$ cat config.mk
export PLATFORM = sky130hd
export DESIGN_NAME = uotg_status_irq
export DESIGN_NICKNAME = d
export VERILOG_FILES = /design/src/uotg_pkg.sv /design/src/uotg_status_irq.sv
export VERILOG_INCLUDE_DIRS = /design/src /design/src/src
export SDC_FILE = /design/constraint.sdc
export NUM_CORES = 1
export LEC_CHECK = 0
export BUFFER_PORTS_ARGS = -buffer_cell sky130_fd_sc_hd__buf_4
export CAP_MARGIN = 0
export CORE_UTILIZATION = 58
export CTS_CLUSTER_DIAMETER = 120
export CTS_CLUSTER_SIZE = 40
export DETAILED_ROUTE_END_ITERATION = 10
export HOLD_SLACK_MARGIN = 0.1
export PLACE_DENSITY = 0.9
export SLEW_MARGIN = 20
export SYNTH_ARGS = -nofsm -noshare
export SYNTH_HDL_FRONTEND = slang
export SYNTH_SLANG_ARGS = --single-unit
$ cat constraint.sdc
create_clock -name core_clk -period 5.26 [get_ports core_clk]
set_input_delay 0 -clock core_clk [delete_from_list [all_inputs] [get_ports core_clk]]
set_output_delay 0 -clock core_clk [all_outputs]
set_load 0.1 [all_outputs]
$ cat src/uotg_regs.svh
// Register map, field positions, reset values and timing of the OTG status block.
// Assumes a 32-bit Avalon-MM slave with byte addresses, one word per register.
`ifndef UOTG_REGS_SVH
`define UOTG_REGS_SVH

// ****************************************
// Register byte offsets
// ****************************************
`define UOTG_OFS_FLAGS   4'h0
`define UOTG_OFS_ENABLES 4'h4
`define UOTG_OFS_STATUS  4'h8

// ****************************************
// Bit positions, shared by flags and enables
// ****************************************
`define UOTG_B_ID   7
`define UOTG_B_TICK 6
`define UOTG_B_LINE 5
`define UOTG_B_ACT  4
`define UOTG_B_SESV 3
`define UOTG_B_SEND 2
`define UOTG_B_AVB  0

// ****************************************
// Masks and reset values
// ****************************************
`define UOTG_EVT_MASK  8'hFD
`define UOTG_STAT_MASK 8'hAD
`define UOTG_RST8      8'h00
`define UOTG_RST32     32'h0000_0000
`define UOTG_BE_LOW    4'h1

// ****************************************
// Timing
// ****************************************
`define UOTG_TICK_NS 1000000
`define UOTG_CLK_NS  40
`define UOTG_CNT_W   20

`endif

$ cat src/uotg_pkg.sv
// Types of the OTG status and interrupt block.
// Assumes uotg_regs.svh supplies the counter width.
`include "uotg_regs.svh"

package uotg_pkg;

  // One-hot states of the register bus slave.
  typedef enum logic [1:0] {
    UOTG_IDLE = 2'b01,
    UOTG_ACK  = 2'b10
  } uotg_bus_t;

  typedef struct packed {
    uotg_bus_t              bus;
    logic                   waitreq;
    logic [31:0]            rdata;
    logic                   irq;
    logic [7:0]             flags;
    logic [7:0]             enables;
    logic                   primed;
    logic                   id;
    logic                   sesv;
    logic                   send;
    logic                   avb;
    logic                   se0;
    logic                   jst;
    logic                   line_stable;
    logic [1:0]             last_line;
    logic [`UOTG_CNT_W-1:0] line_cnt;
    logic [`UOTG_CNT_W-1:0] tick_cnt;
  } uotg_state_t;

endpackage : uotg_pkg

$ cat src/uotg_status_irq.sv
// OTG event flags, enables, line and VBUS status, one interrupt output.
// Assumes all inputs are synchronous to core_clk and an Avalon-MM master.
`timescale 1ns/1ps
`include "uotg_regs.svh"

module uotg_status_irq #(
  parameter int unsigned MS_CYCLES = `UOTG_TICK_NS / `UOTG_CLK_NS
) (
  // Clock and reset
  input  wire logic        core_clk,
  input  wire logic        srst,
  // Avalon-MM slave
  input  wire logic [3:0]  avs_address,
  input  wire logic        avs_read,
  input  wire logic        avs_write,
  input  wire logic [31:0] avs_writedata,
  input  wire logic [3:0]  avs_byteenable,
  output logic [31:0]      avs_readdata,
  output logic             avs_waitrequest,
  // Cable, line and comparators
  input  wire logic        cable_id_pin,
  input  wire logic        se0_line,
  input  wire logic        j_line_indication,
  input  wire logic        vbus_sess_valid,
  input  wire logic        vbus_sess_end,
  input  wire logic        vbus_a_valid,
  input  wire logic        bus_suspended,
  // Interrupt
  output logic             otg_irq
);
  import uotg_pkg::*;

  // ****************************************
  // Parameter checks
  // ****************************************
  // The counters are fixed width, so the period must fit and leave room
  // for the terminal count compare.
  if (MS_CYCLES < 2 || MS_CYCLES >= (1 << `UOTG_CNT_W)) begin : g_bad_ms
    $error("MS_CYCLES out of range");
  end

  localparam logic [`UOTG_CNT_W-1:0] LAST_CNT = `UOTG_CNT_W'(MS_CYCLES - 1);

  // ****************************************
  // Helpers
  // ****************************************
  // Decodes a byte offset to one of the three register words.
  function automatic logic hit(input logic [3:0] addr, input logic [3:0] ofs);
    hit = (addr == ofs);
  endfunction : hit

  // Set wins over clear: a bit is kept unless written with one, and any
  // event in the same cycle sets it again.
  function automatic logic [7:0] w1c(input logic [7:0] cur,
                                     input logic [7:0] clr,
                                     input logic [7:0] set);
    logic [7:0] res;
    res = `UOTG_RST8;
    for (int i = 0; i < 8; i++) begin
      res[i] = (cur[i] & ~clr[i]) | set[i];
    end
    w1c = res & `UOTG_EVT_MASK;
  endfunction : w1c

  uotg_state_t st_reg;
  uotg_state_t st_next;

  logic       req;
  logic       accept;
  logic       wr_lane;
  logic [7:0] events;
  logic [7:0] clr;
  logic [7:0] status;
  logic [1:0] line_now;
  logic       line_moved;
  logic       pins_moved;

  // ****************************************
  // Next state
  // ****************************************
  always_comb begin
    st_next    = st_reg;
    req        = avs_read | avs_write;
    accept     = (st_reg.bus == UOTG_ACK);
    wr_lane    = (avs_byteenable & `UOTG_BE_LOW) != 4'h0;
    line_now   = {se0_line, j_line_indication};
    line_moved = (line_now != {st_reg.se0, st_reg.jst});
    pins_moved = line_moved | (cable_id_pin != st_reg.id)
               | (vbus_sess_valid != st_reg.sesv)
               | (vbus_sess_end != st_reg.send)
               | (vbus_a_valid != st_reg.avb);
    events     = `UOTG_RST8;
    clr        = `UOTG_RST8;

    // Samples of the pins; the first cycle after reset only primes them so
    // that a pin already high at reset raises no change event.
    st_next.primed = 1'b1;
    st_next.id     = cable_id_pin;
    st_next.sesv   = vbus_sess_valid;
    st_next.send   = vbus_sess_end;
    st_next.avb    = vbus_a_valid;
    st_next.se0    = se0_line;
    st_next.jst    = j_line_indication;

    if (st_reg.primed) begin
      events[`UOTG_B_ID]   = cable_id_pin != st_reg.id;
      events[`UOTG_B_SESV] = vbus_sess_end & ~st_reg.send;
      events[`UOTG_B_SEND] = vbus_sess_end != st_reg.send;
      events[`UOTG_B_AVB]  = vbus_sess_valid != st_reg.sesv;
      events[`UOTG_B_ACT]  = bus_suspended & pins_moved;
    end

    // Free-running millisecond timer.
    if (st_reg.tick_cnt == LAST_CNT) begin
      st_next.tick_cnt      = '0;
      events[`UOTG_B_TICK]  = 1'b1;
    end else begin
      st_next.tick_cnt = st_reg.tick_cnt + 1'b1;
    end

    // Line state stability: any movement restarts the window; reaching its
    // end marks the line stable and reports a new stable value once.
    if (line_moved) begin
      st_next.line_cnt    = '0;
      st_next.line_stable = 1'b0;
    end else if (!st_reg.line_stable) begin
      if (st_reg.line_cnt == LAST_CNT) begin
        st_next.line_stable = 1'b1;
        st_next.last_line   = line_now;
        events[`UOTG_B_LINE] = line_now != st_reg.last_line;
      end else begin
        st_next.line_cnt = st_reg.line_cnt + 1'b1;
      end
    end

    status = {st_reg.id, 1'b0, st_reg.line_stable, 1'b0,
              st_reg.sesv, st_reg.send, 1'b0, st_reg.avb} & `UOTG_STAT_MASK;

    // Bus slave: one wait cycle, then the answer stands for one edge.
    st_next.bus     = UOTG_IDLE;
    st_next.waitreq = 1'b1;
    if (req && !accept) begin
      st_next.bus     = UOTG_ACK;
      st_next.waitreq = 1'b0;
      st_next.rdata   = `UOTG_RST32;
      if (avs_read) begin
        if (hit(avs_address, `UOTG_OFS_FLAGS)) begin
          st_next.rdata[7:0] = st_reg.flags;
        end else if (hit(avs_address, `UOTG_OFS_ENABLES)) begin
          st_next.rdata[7:0] = st_reg.enables;
        end else if (hit(avs_address, `UOTG_OFS_STATUS)) begin
          st_next.rdata[7:0] = status;
        end
      end
    end

    // Writes take effect at the edge where waitrequest is seen low.
    if (accept && avs_write && wr_lane) begin
      if (hit(avs_address, `UOTG_OFS_FLAGS)) begin
        clr = avs_writedata[7:0];
      end
      if (hit(avs_address, `UOTG_OFS_ENABLES)) begin
        st_next.enables = avs_writedata[7:0] & `UOTG_EVT_MASK;
      end
    end

    st_next.flags = w1c(st_reg.flags, clr, events);
    st_next.irq   = |(st_next.flags & st_next.enables);

    if (srst) begin
      st_next             = '0;
      st_next.bus         = UOTG_IDLE;
      st_next.waitreq     = 1'b1;
    end
  end

  // ****************************************
  // State register
  // ****************************************
  always_ff @(posedge core_clk) begin
    st_reg <= st_next;
  end

  assign avs_readdata    = st_reg.rdata;
  assign avs_waitrequest = st_reg.waitreq;
  assign otg_irq         = st_reg.irq;
endmodule : uotg_status_irq

# --- Yosys cells after proc, flatten, opt, wreduce, memory -nomap -nowiden ---
# Index checks and enable logic that the tools add are counted.
classes:
  addsub: 2
  eq_ne: 11
  mux: 24
  bitwise: 33
  reduce_logical: 10
op_table:
  columns: ["operator", "n"]
  rows:
  - ["$mux 8", 8]
  - ["$mux 20", 3]
  - ["$mux 50", 1]
  - ["$add 20x1->20 const B", 2]
  - ["$eq 20x15->1 const B", 2]
  - ["$mux 35", 1]
  - ["$mux 23", 1]
  - ["$or 1x1->1", 12]
  - ["$not 1->1", 11]
  - ["$and 1x1->1", 9]
  - ["$and 8x8->8", 1]
  - ["$reduce_or 8->1", 1]
  - ["$mux 1", 7]
  - ["$mux 3", 2]
  - ["$eq 4x3->1 const B", 1]
  - ["$eq 4x4->1 const B", 1]
  - ["$logic_not 4->1", 1]
  - ["$ne 1x1->1", 4]
  - ["$ne 2x2->1", 2]
  - ["$reduce_or 2->1", 2]
  - ["$logic_and 1x1->1", 3]
  - ["$reduce_and 3->1", 1]
  - ["$eq 2x2->1 const B", 1]
  - ["$mux 2", 1]
  - ["other kinds (2)", 2]
word_totals:
  reg_bits: 78
  input_bits: 51
  out_inout_bits: 34

# --- Depth between registers and ports, before layout ---
# Gate-level depths: netlist of run 1.
depth:
  ltp_word: 10
  ltp_mapped: 7
  depth_no_buf: 6

# --- Least setup slack after synthesis of run 1 ---
# OpenSTA, ideal clock, no wires.
synth_timing:
  path_type: "register to register"
  from: "register st_reg[100] in the netlist's numbering"
  to: "register st_reg (netlist bit otg_irq)"
  setup_time_ns: 0.139
  arrival_time_ns: 2.366
  slack_ns: 2.755
  stages_incl_launch_ff: 7
  path_cell_list: "dfxtp_1 -> and4b_1 -> buf_2 -> nand3_1 -> mux2_2 -> a221oi_1 -> a41oi_1"
synth_via:
  elab_chain_cells: 9
  word_cells_on_any_way: 28
  cone_classes: "eq/ne (1); mux (2); bitwise (22); reduce/logical (3)"
synth_lines:
  columns: ["element", "line_no", "rtl"]
  rows:
  - ["from (decl)", "uotg_status_irq.sv:65", "uotg_state_t st_reg;"]
  - ["from (signal assigned)", "uotg_status_irq.sv:181", "st_reg <= st_next;"]
  - ["$eq 2x2->1 *", "uotg_status_irq.sv:84", "accept = (st_reg.bus == UOTG_ACK);"]
  - ["$logic_and 1x1->1 * (2 in a row)", "uotg_status_irq.sv:158", "if (accept && avs_write && wr_lane) begin"]
  - ["$mux 8", "uotg_status_irq.sv:158", null]
  - ["$not 1->1", "uotg_status_irq.sv:60", "res[i] = (cur[i] & ~clr[i]) | set[i];"]
  - ["$and 1x1->1", "uotg_status_irq.sv:60", null]
  - ["$or 1x1->1", "uotg_status_irq.sv:60", null]
  - ["$and 8x8->8 *", "uotg_status_irq.sv:168", "st_next.irq = |(st_next.flags & st_next.enables);"]
  - ["$reduce_or 8->1 *", "uotg_status_irq.sv:168", null]
# Mark *: on every way between the ends. The rest lies on a longest branch, timed or not.
# A chain may end at the register's enable or synchronous reset.

# --- Worst setup path in the final report of run 1 ---
layout_timing:
  from: "register st_reg[20] in the netlist's numbering"
  to: "register st_reg (netlist bit otg_irq)"
layout_via:
  elab_chain_cells: 7
layout_lines:
  columns: ["element", "line_no", "rtl"]
  rows:
  - ["$eq 20x15->1", "uotg_status_irq.sv:127", "if (st_reg.line_cnt == LAST_CNT) begin"]
  - ["$mux 1", "uotg_status_irq.sv:127", null]
  - ["$mux 1", "uotg_status_irq.sv:126", "end else if (!st_reg.line_stable) begin"]
  - ["$mux 1", "uotg_status_irq.sv:123", "if (line_moved) begin"]
  - ["$or 1x1->1", "uotg_status_irq.sv:60", null]
  - ["$and 8x8->8", "uotg_status_irq.sv:168", null]
  - ["$reduce_or 8->1", "uotg_status_irq.sv:168", null]
# No other way between the ends.

==> impl_metrics.json, run 1 <==
{
  "worst_pin_slew_ps": 926.7,
  "initial_core_util_pct": 60.71,
  "io_pins": 85,
  "max_cap_viol_count": 0,
  "fin_crit_sh_pct": 51.67,
  "synth-warning-count": 0,
  "worst_setup_path_start_kind": "register",
  "dpl.hpwl_um": 5215,
  "period_minus_slack_ps": 2718,
  "fin_tns_setup_ps": 0,
  "grt_pass1_vias": 3035,
  "tritoncts": "built",
  "area_growth_syn_to_layout_pct": 15.79,
  "io_buffers": 31,
  "drc_errors": 0,
  "fp.dieArea_um2": 6592,
  "wirelength_um": 8416,
  "first_iter_violations": 168,
  "drt-pass1-iter-count": 5,
  "core_um2": 5991,
  "whs_ps": 158.4,
  "grt_usage_pct": 27.67,
  "end_kind": "register",
  "rows": 28,
  "synth_top_cell_area_share_pct": 40.73,
  "n_antenna_cell": 0,
  "fp.dieW_um": 81.19,
  "criticalPathCategory": "reg2reg",
  "ant_nets": 0,
  "p_leak_uw": 0.001643,
  "ys_seq_elements": 74,
  "ys_seq_area_share_pct": 40.73,
  "yosysUniqueCellTypes": 53,
  "cts_sinks": 74,
  "largest_reg_flops": 66,
  "layout-drive-gt1-share_pct": 13.45,
  "grt-ovfl-total": 0,
  "critPathArrivalTime_ps": 2970,
  "vias": 3164,
  "synth_top_area_cell": "dfxtp_1",
  "grt_pass1_wl_um": 13720,
  "htree_levels": 3,
  "grt_max_degree": 25,
  "fin_area_um2": 4212,
  "rsz0062_at_grt": "no",
  "placed_area_um2": 3770,
  "vias_per_cell": 5.742,
  "max_freq_mhz": 367.9,
  "maxSlewHeadroom_pct": 37.71,
  "syn_area_um2": 3637,
  "gp_congestion": 0.8593,
  "cts_buffer_depth": 2,
  "cts-root-buf": "clkbuf_8",
  "synth_edf_count": 0,
  "synthArstFlopShare_pct": 0,
  "hold_depth": 3,
  "drv_slew": 0,
  "synth_common_cells": "dfxtp_1 (74), nor2_1 (53), buf_4 (33)",
  "syn_avg_cell_area_um2": 8.578,
  "synth_area_leaders": "dfxtp_1 (41%), buf_4 (6.8%), xnor2_1 (5.5%)",
  "hold_viol_final": 0,
  "nNetsFinal": 525,
  "synthFlopType": "dfxtp_1",
  "wire_per_inst_um": 15.27,
  "cp_max_fo": 11,
  "setup_violations": 0,
  "clk_latency_ps": 350,
  "cp.required_ps": 5520,
  "post_cts_buffers": 0,
  "synth_cells": 424,
  "clk_pin_slew_ps": 70,
  "die_y_um": 81.19,
  "cts_buffers": 9,
  "worst-r2r-cell-count": 6,
  "antenna_found_initial": 0,
  "fin_skew_ps": 6.508,
  "powerDensity_nw_per_um2": 280.0,
  "hp-class": "in2reg",
  "ir_worst_vdd_mv": 0.2416,
  "status": "finished, final reports clean",
  "yosysMostFrequentCell": "dfxtp_1"
}
-- final timing paths --
kind / start / endpoint / slack, ps
hold / removal: avs_write / st_reg[101] / 160
setup / recovery: st_reg[20] / otg_irq / 2540
setup reg to reg: st_reg[20] / otg_irq / 2540
hold reg to reg: avs_readdata[5] / avs_readdata[5] / 460
-- per-stage QoR --
step / cells / setup slack (ps) / total power (uW) / utilization, %
5_1_grt: 551 / 2338 / 1221 / 70.30
3_5_place_dp: 510 / 2622 / 745.8 / 62.93
3_3_place_gp: 510 / 2680 / 742.2 / 62.93
4_1_cts: 551 / 2603 / 1181 / 70.22
2_1_floorplan: 448 / 2755 / 730.9 / -
6_report: 551 / 2542 / 1179 / 70.30
-- per-layer routing --
| layer | track usage (%) | routed length (um) | vias up |
|---|---|---|---|
| met5 | 0 | 0 | - |
| li1 | - | - | 1509 |
| met4 | 13.57 | 299 | 0 |
| met1 | 29.46 | 3450 | 1511 |
| met2 | 48.82 | 4262 | 107 |
| met3 | 9.101 | 403 | 37 |
-- area by class of cell --
class,count,area (um2)
fill,420,1779
tap,75,93.84
clock inverter,5,55.05
sequential,74,1481
inverter,19,71.32
clock buffer,11,131.4
multi-input combinational,309,1881
timing repair buffer,58,498.0
-- cells by family (layout without fill, tap and decap cells) --
group                      after synthesis  after routing  share of synthesized area, %
AOI/OAI and AO/OA                       67             67                         12.87
buffers and inverters                   65             93                         10.22
muxes                                   13             13                         3.784
xor gates and xnor gates                32             32                         7.706
adders and majority gates                3              3                         1.032
and+or+nand+nor                        169            169                         23.56
DFF                                     74             74                         40.73
other                                    1             25                        0.1031
-- placed cells by master (no fill, tap or decap), types with 6 or more instances in the layout --
cell type	n
mux2i_1	7
conb_1	25
xor2_1	9
mux2_2	6
nor2b_1	12
nor2_1	53
xnor2_1	23
and2_1	11
dlygate4sd3_1	25
clkbuf_8	9
nor3_1	9
inv_1	19
o22ai_1	6
a21oi_1	17
buf_4	33
dfxtp_1	74
nand3_1	15
nand2_1	31
-- report_power, final --
group	internal [uW]	switching [uW]	leakage, uW
registers	570	8.05	0.000601
logic	43.1	132	0.000953
clock network	218	208	0.0000893
-- critical path, stage by stage (launching register included) --
cell and delay [ps]:
dfxtp_1 380, ha_1 230, or4bb_1 530, nor4_2 710
nand4_1 280, a21o_1 280, a41oi_1 210
-- repair_timing --
action                    in CTS  in global routing
hold buffers                  25                  0
gates resized for setup        0                  0
hold endpoints to repair      28                  0
Power figures use the tool's default switching activity.
==> inputs of run 2 (changes only) <==
- CORE_UTILIZATION: 58 -> 54
- PLACE_DENSITY: 0.9 -> 0.85
- clock period: 5.26 -> 2.8 ns (I/O delays scaled with it)
==> impl_metrics.json, run 2 (same netlist as run 1, synthesis figures left out) <==
{
  "met3_usage_pct": 6.330,
  "initial_core_util_pct": 56.63,
  "hp-class": "in2reg",
  "gp_congestion": 0.8279,
  "first_iter_violations": 176,
  "final_util_pct": 66.71,
  "period_minus_slack_ps": 2321,
  "status": "complete, but fails checks",
  "max_cap_viol_count": 0,
  "final_common_cell": "dfxtp_1",
  "nNetsFinal": 530,
  "critPathArrivalTime_ps": 2560,
  "p_leak_uw": 0.001690,
  "io_buffers": 31,
  "grt_pass1_wl_um": 12850,
  "ir_worst_vdd_mv": 0.3340,
  "clk_pin_slew_ps": 80,
  "globalRouteMet1Util_pct": 27.04,
  "setup_violations": 0,
  "wire_per_inst_um": 14.19,
  "dpl.hpwl_um": 5137,
  "powerDensity_nw_per_um2": 544.2,
  "htree_levels": 3,
  "fp.dieW_um": 84.07,
  "rows": 29,
  "fp.dieArea_um2": 7068,
  "die_y_um": 84.07,
  "whs_ps": 128.3,
  "io_pins": 85,
  "fin_ws_ps": 479.3,
  "grt_max_degree": 25,
  "worst_setup_path_start_kind": "primary input",
  "wirelength_um": 7919,
  "post_cts_buffers": 0,
  "slowest_stage": "dlygate4sd3_1",
  "cts_buffers": 9,
  "cp_max_fo": 8,
  "cp.required_ps": 3040,
  "cts_resized": 0,
  "tritoncts": "built",
  "area_growth_syn_to_layout_pct": 17.78,
  "slowest_delay_ps": 560,
  "rsz0062_at_grt": "no",
  "drv_slew": 0,
  "fin_crit_sh_pct": 82.88,
  "criticalPathCategory": "in2reg",
  "grt-ovfl-total": 0,
  "hold_viol_final": 0,
  "max_freq_mhz": 430.9,
  "holdCritStartpoint": "avs_write",
  "path_cells": "dlygate4sd3_1 > buf_4 > nor3_1 > nand3_1 > mux2i_1 > nor2_1 > dlygate4sd3_1",
  "setup.worst_path.start": "avs_address[1]",
  "antenna_found_initial": 0,
  "grt_pass1_vias": 2920,
  "ant_nets": 0,
  "final_cell_mix": "dfxtp_1 (74), nor2_1 (53), buf_4 (36), nand2_1 (31), dlygate4sd3_1 (27)",
  "worst_pin_slew_ps": 800.9,
  "met2_usage_pct": 39.42,
  "fin_skew_ps": 7.627,
  "grt_usage_pct": 23.11,
  "cts_sinks": 74,
  "r2r_start": "st_reg[20]",
  "top_usage_layer": "met2",
  "fin_tns_setup_ps": 0,
  "largest_reg_flops": 66,
  "pre_cts_slack_ps": 642.4,
  "vias_per_cell": 5.541,
  "maxSlewHeadroom_pct": 46.20,
  "layout-drive-gt1-share_pct": 13.93,
  "drc_errors": 8,
  "vias": 3092,
  "cts-root-buf": "clkbuf_8",
  "path_common_cell": "dlygate4sd3_1",
  "cts_hold_buf": 27,
  "end_kind": "register",
  "clk_latency_ps": 350,
  "cts_buffer_depth": 2,
  "drt-pass1-iter-count": 8,
  "violations": "design-rule violations",
  "core_um2": 6422,
  "n_antenna_cell": 0,
  "p_total_uw": 2332
}
[run 2: area by class of cell]
type,instances,area (um2)
flip-flops and latches,74,1481
repair buffers,63,540.5
fillers,488,2138
clock inverters,5,77.57
clock buffers,11,141.4
inverters,19,71.32
multi-input cells,309,1876
well taps,77,96.34
[run 2: routing by layer]
metal | share of wire (%) | vias to the layer above
li1 | - | 1514
met1 | 43 | 1460
met2 | 50 | 101
met3 | 5.5 | 17
met4 | 1.9 | 0
met5 | 0 | -
[run 2: worst paths after layout]
path / depth (start not counted) / slack (ps) / end
setup / recovery: 7 / 480 / st_reg[55]
hold / removal: 4 / 130 / avs_readdata[0]
setup reg to reg: 8 / 610 / st_reg[33]
hold reg to reg: 2 / 470 / avs_readdata[0]
[run 2: stage by stage]
stage | instance area (um2) | cells
after global routing | 4284 | 558
after floorplan | 3727 | 448
after detailed placement | 3795 | 515
after global placement | 3795 | 515
final | 4284 | 558
after CTS | 4284 | 558
[run 2: where the power goes]
group | total [uW] | internal (uW) | leakage (uW) | switching (uW)
clock network | 922 | 523 | 0.000109 | 398
logic | 325 | 82.0 | 0.000980 | 243
registers | 1080 | 1070 | 0.000601 | 13.1
[run 2: critical path, delay by kind of cell]
kind          cells  cell delay (ps)
buf+inv           3             1250
mux               1              320
simple gates      3              980
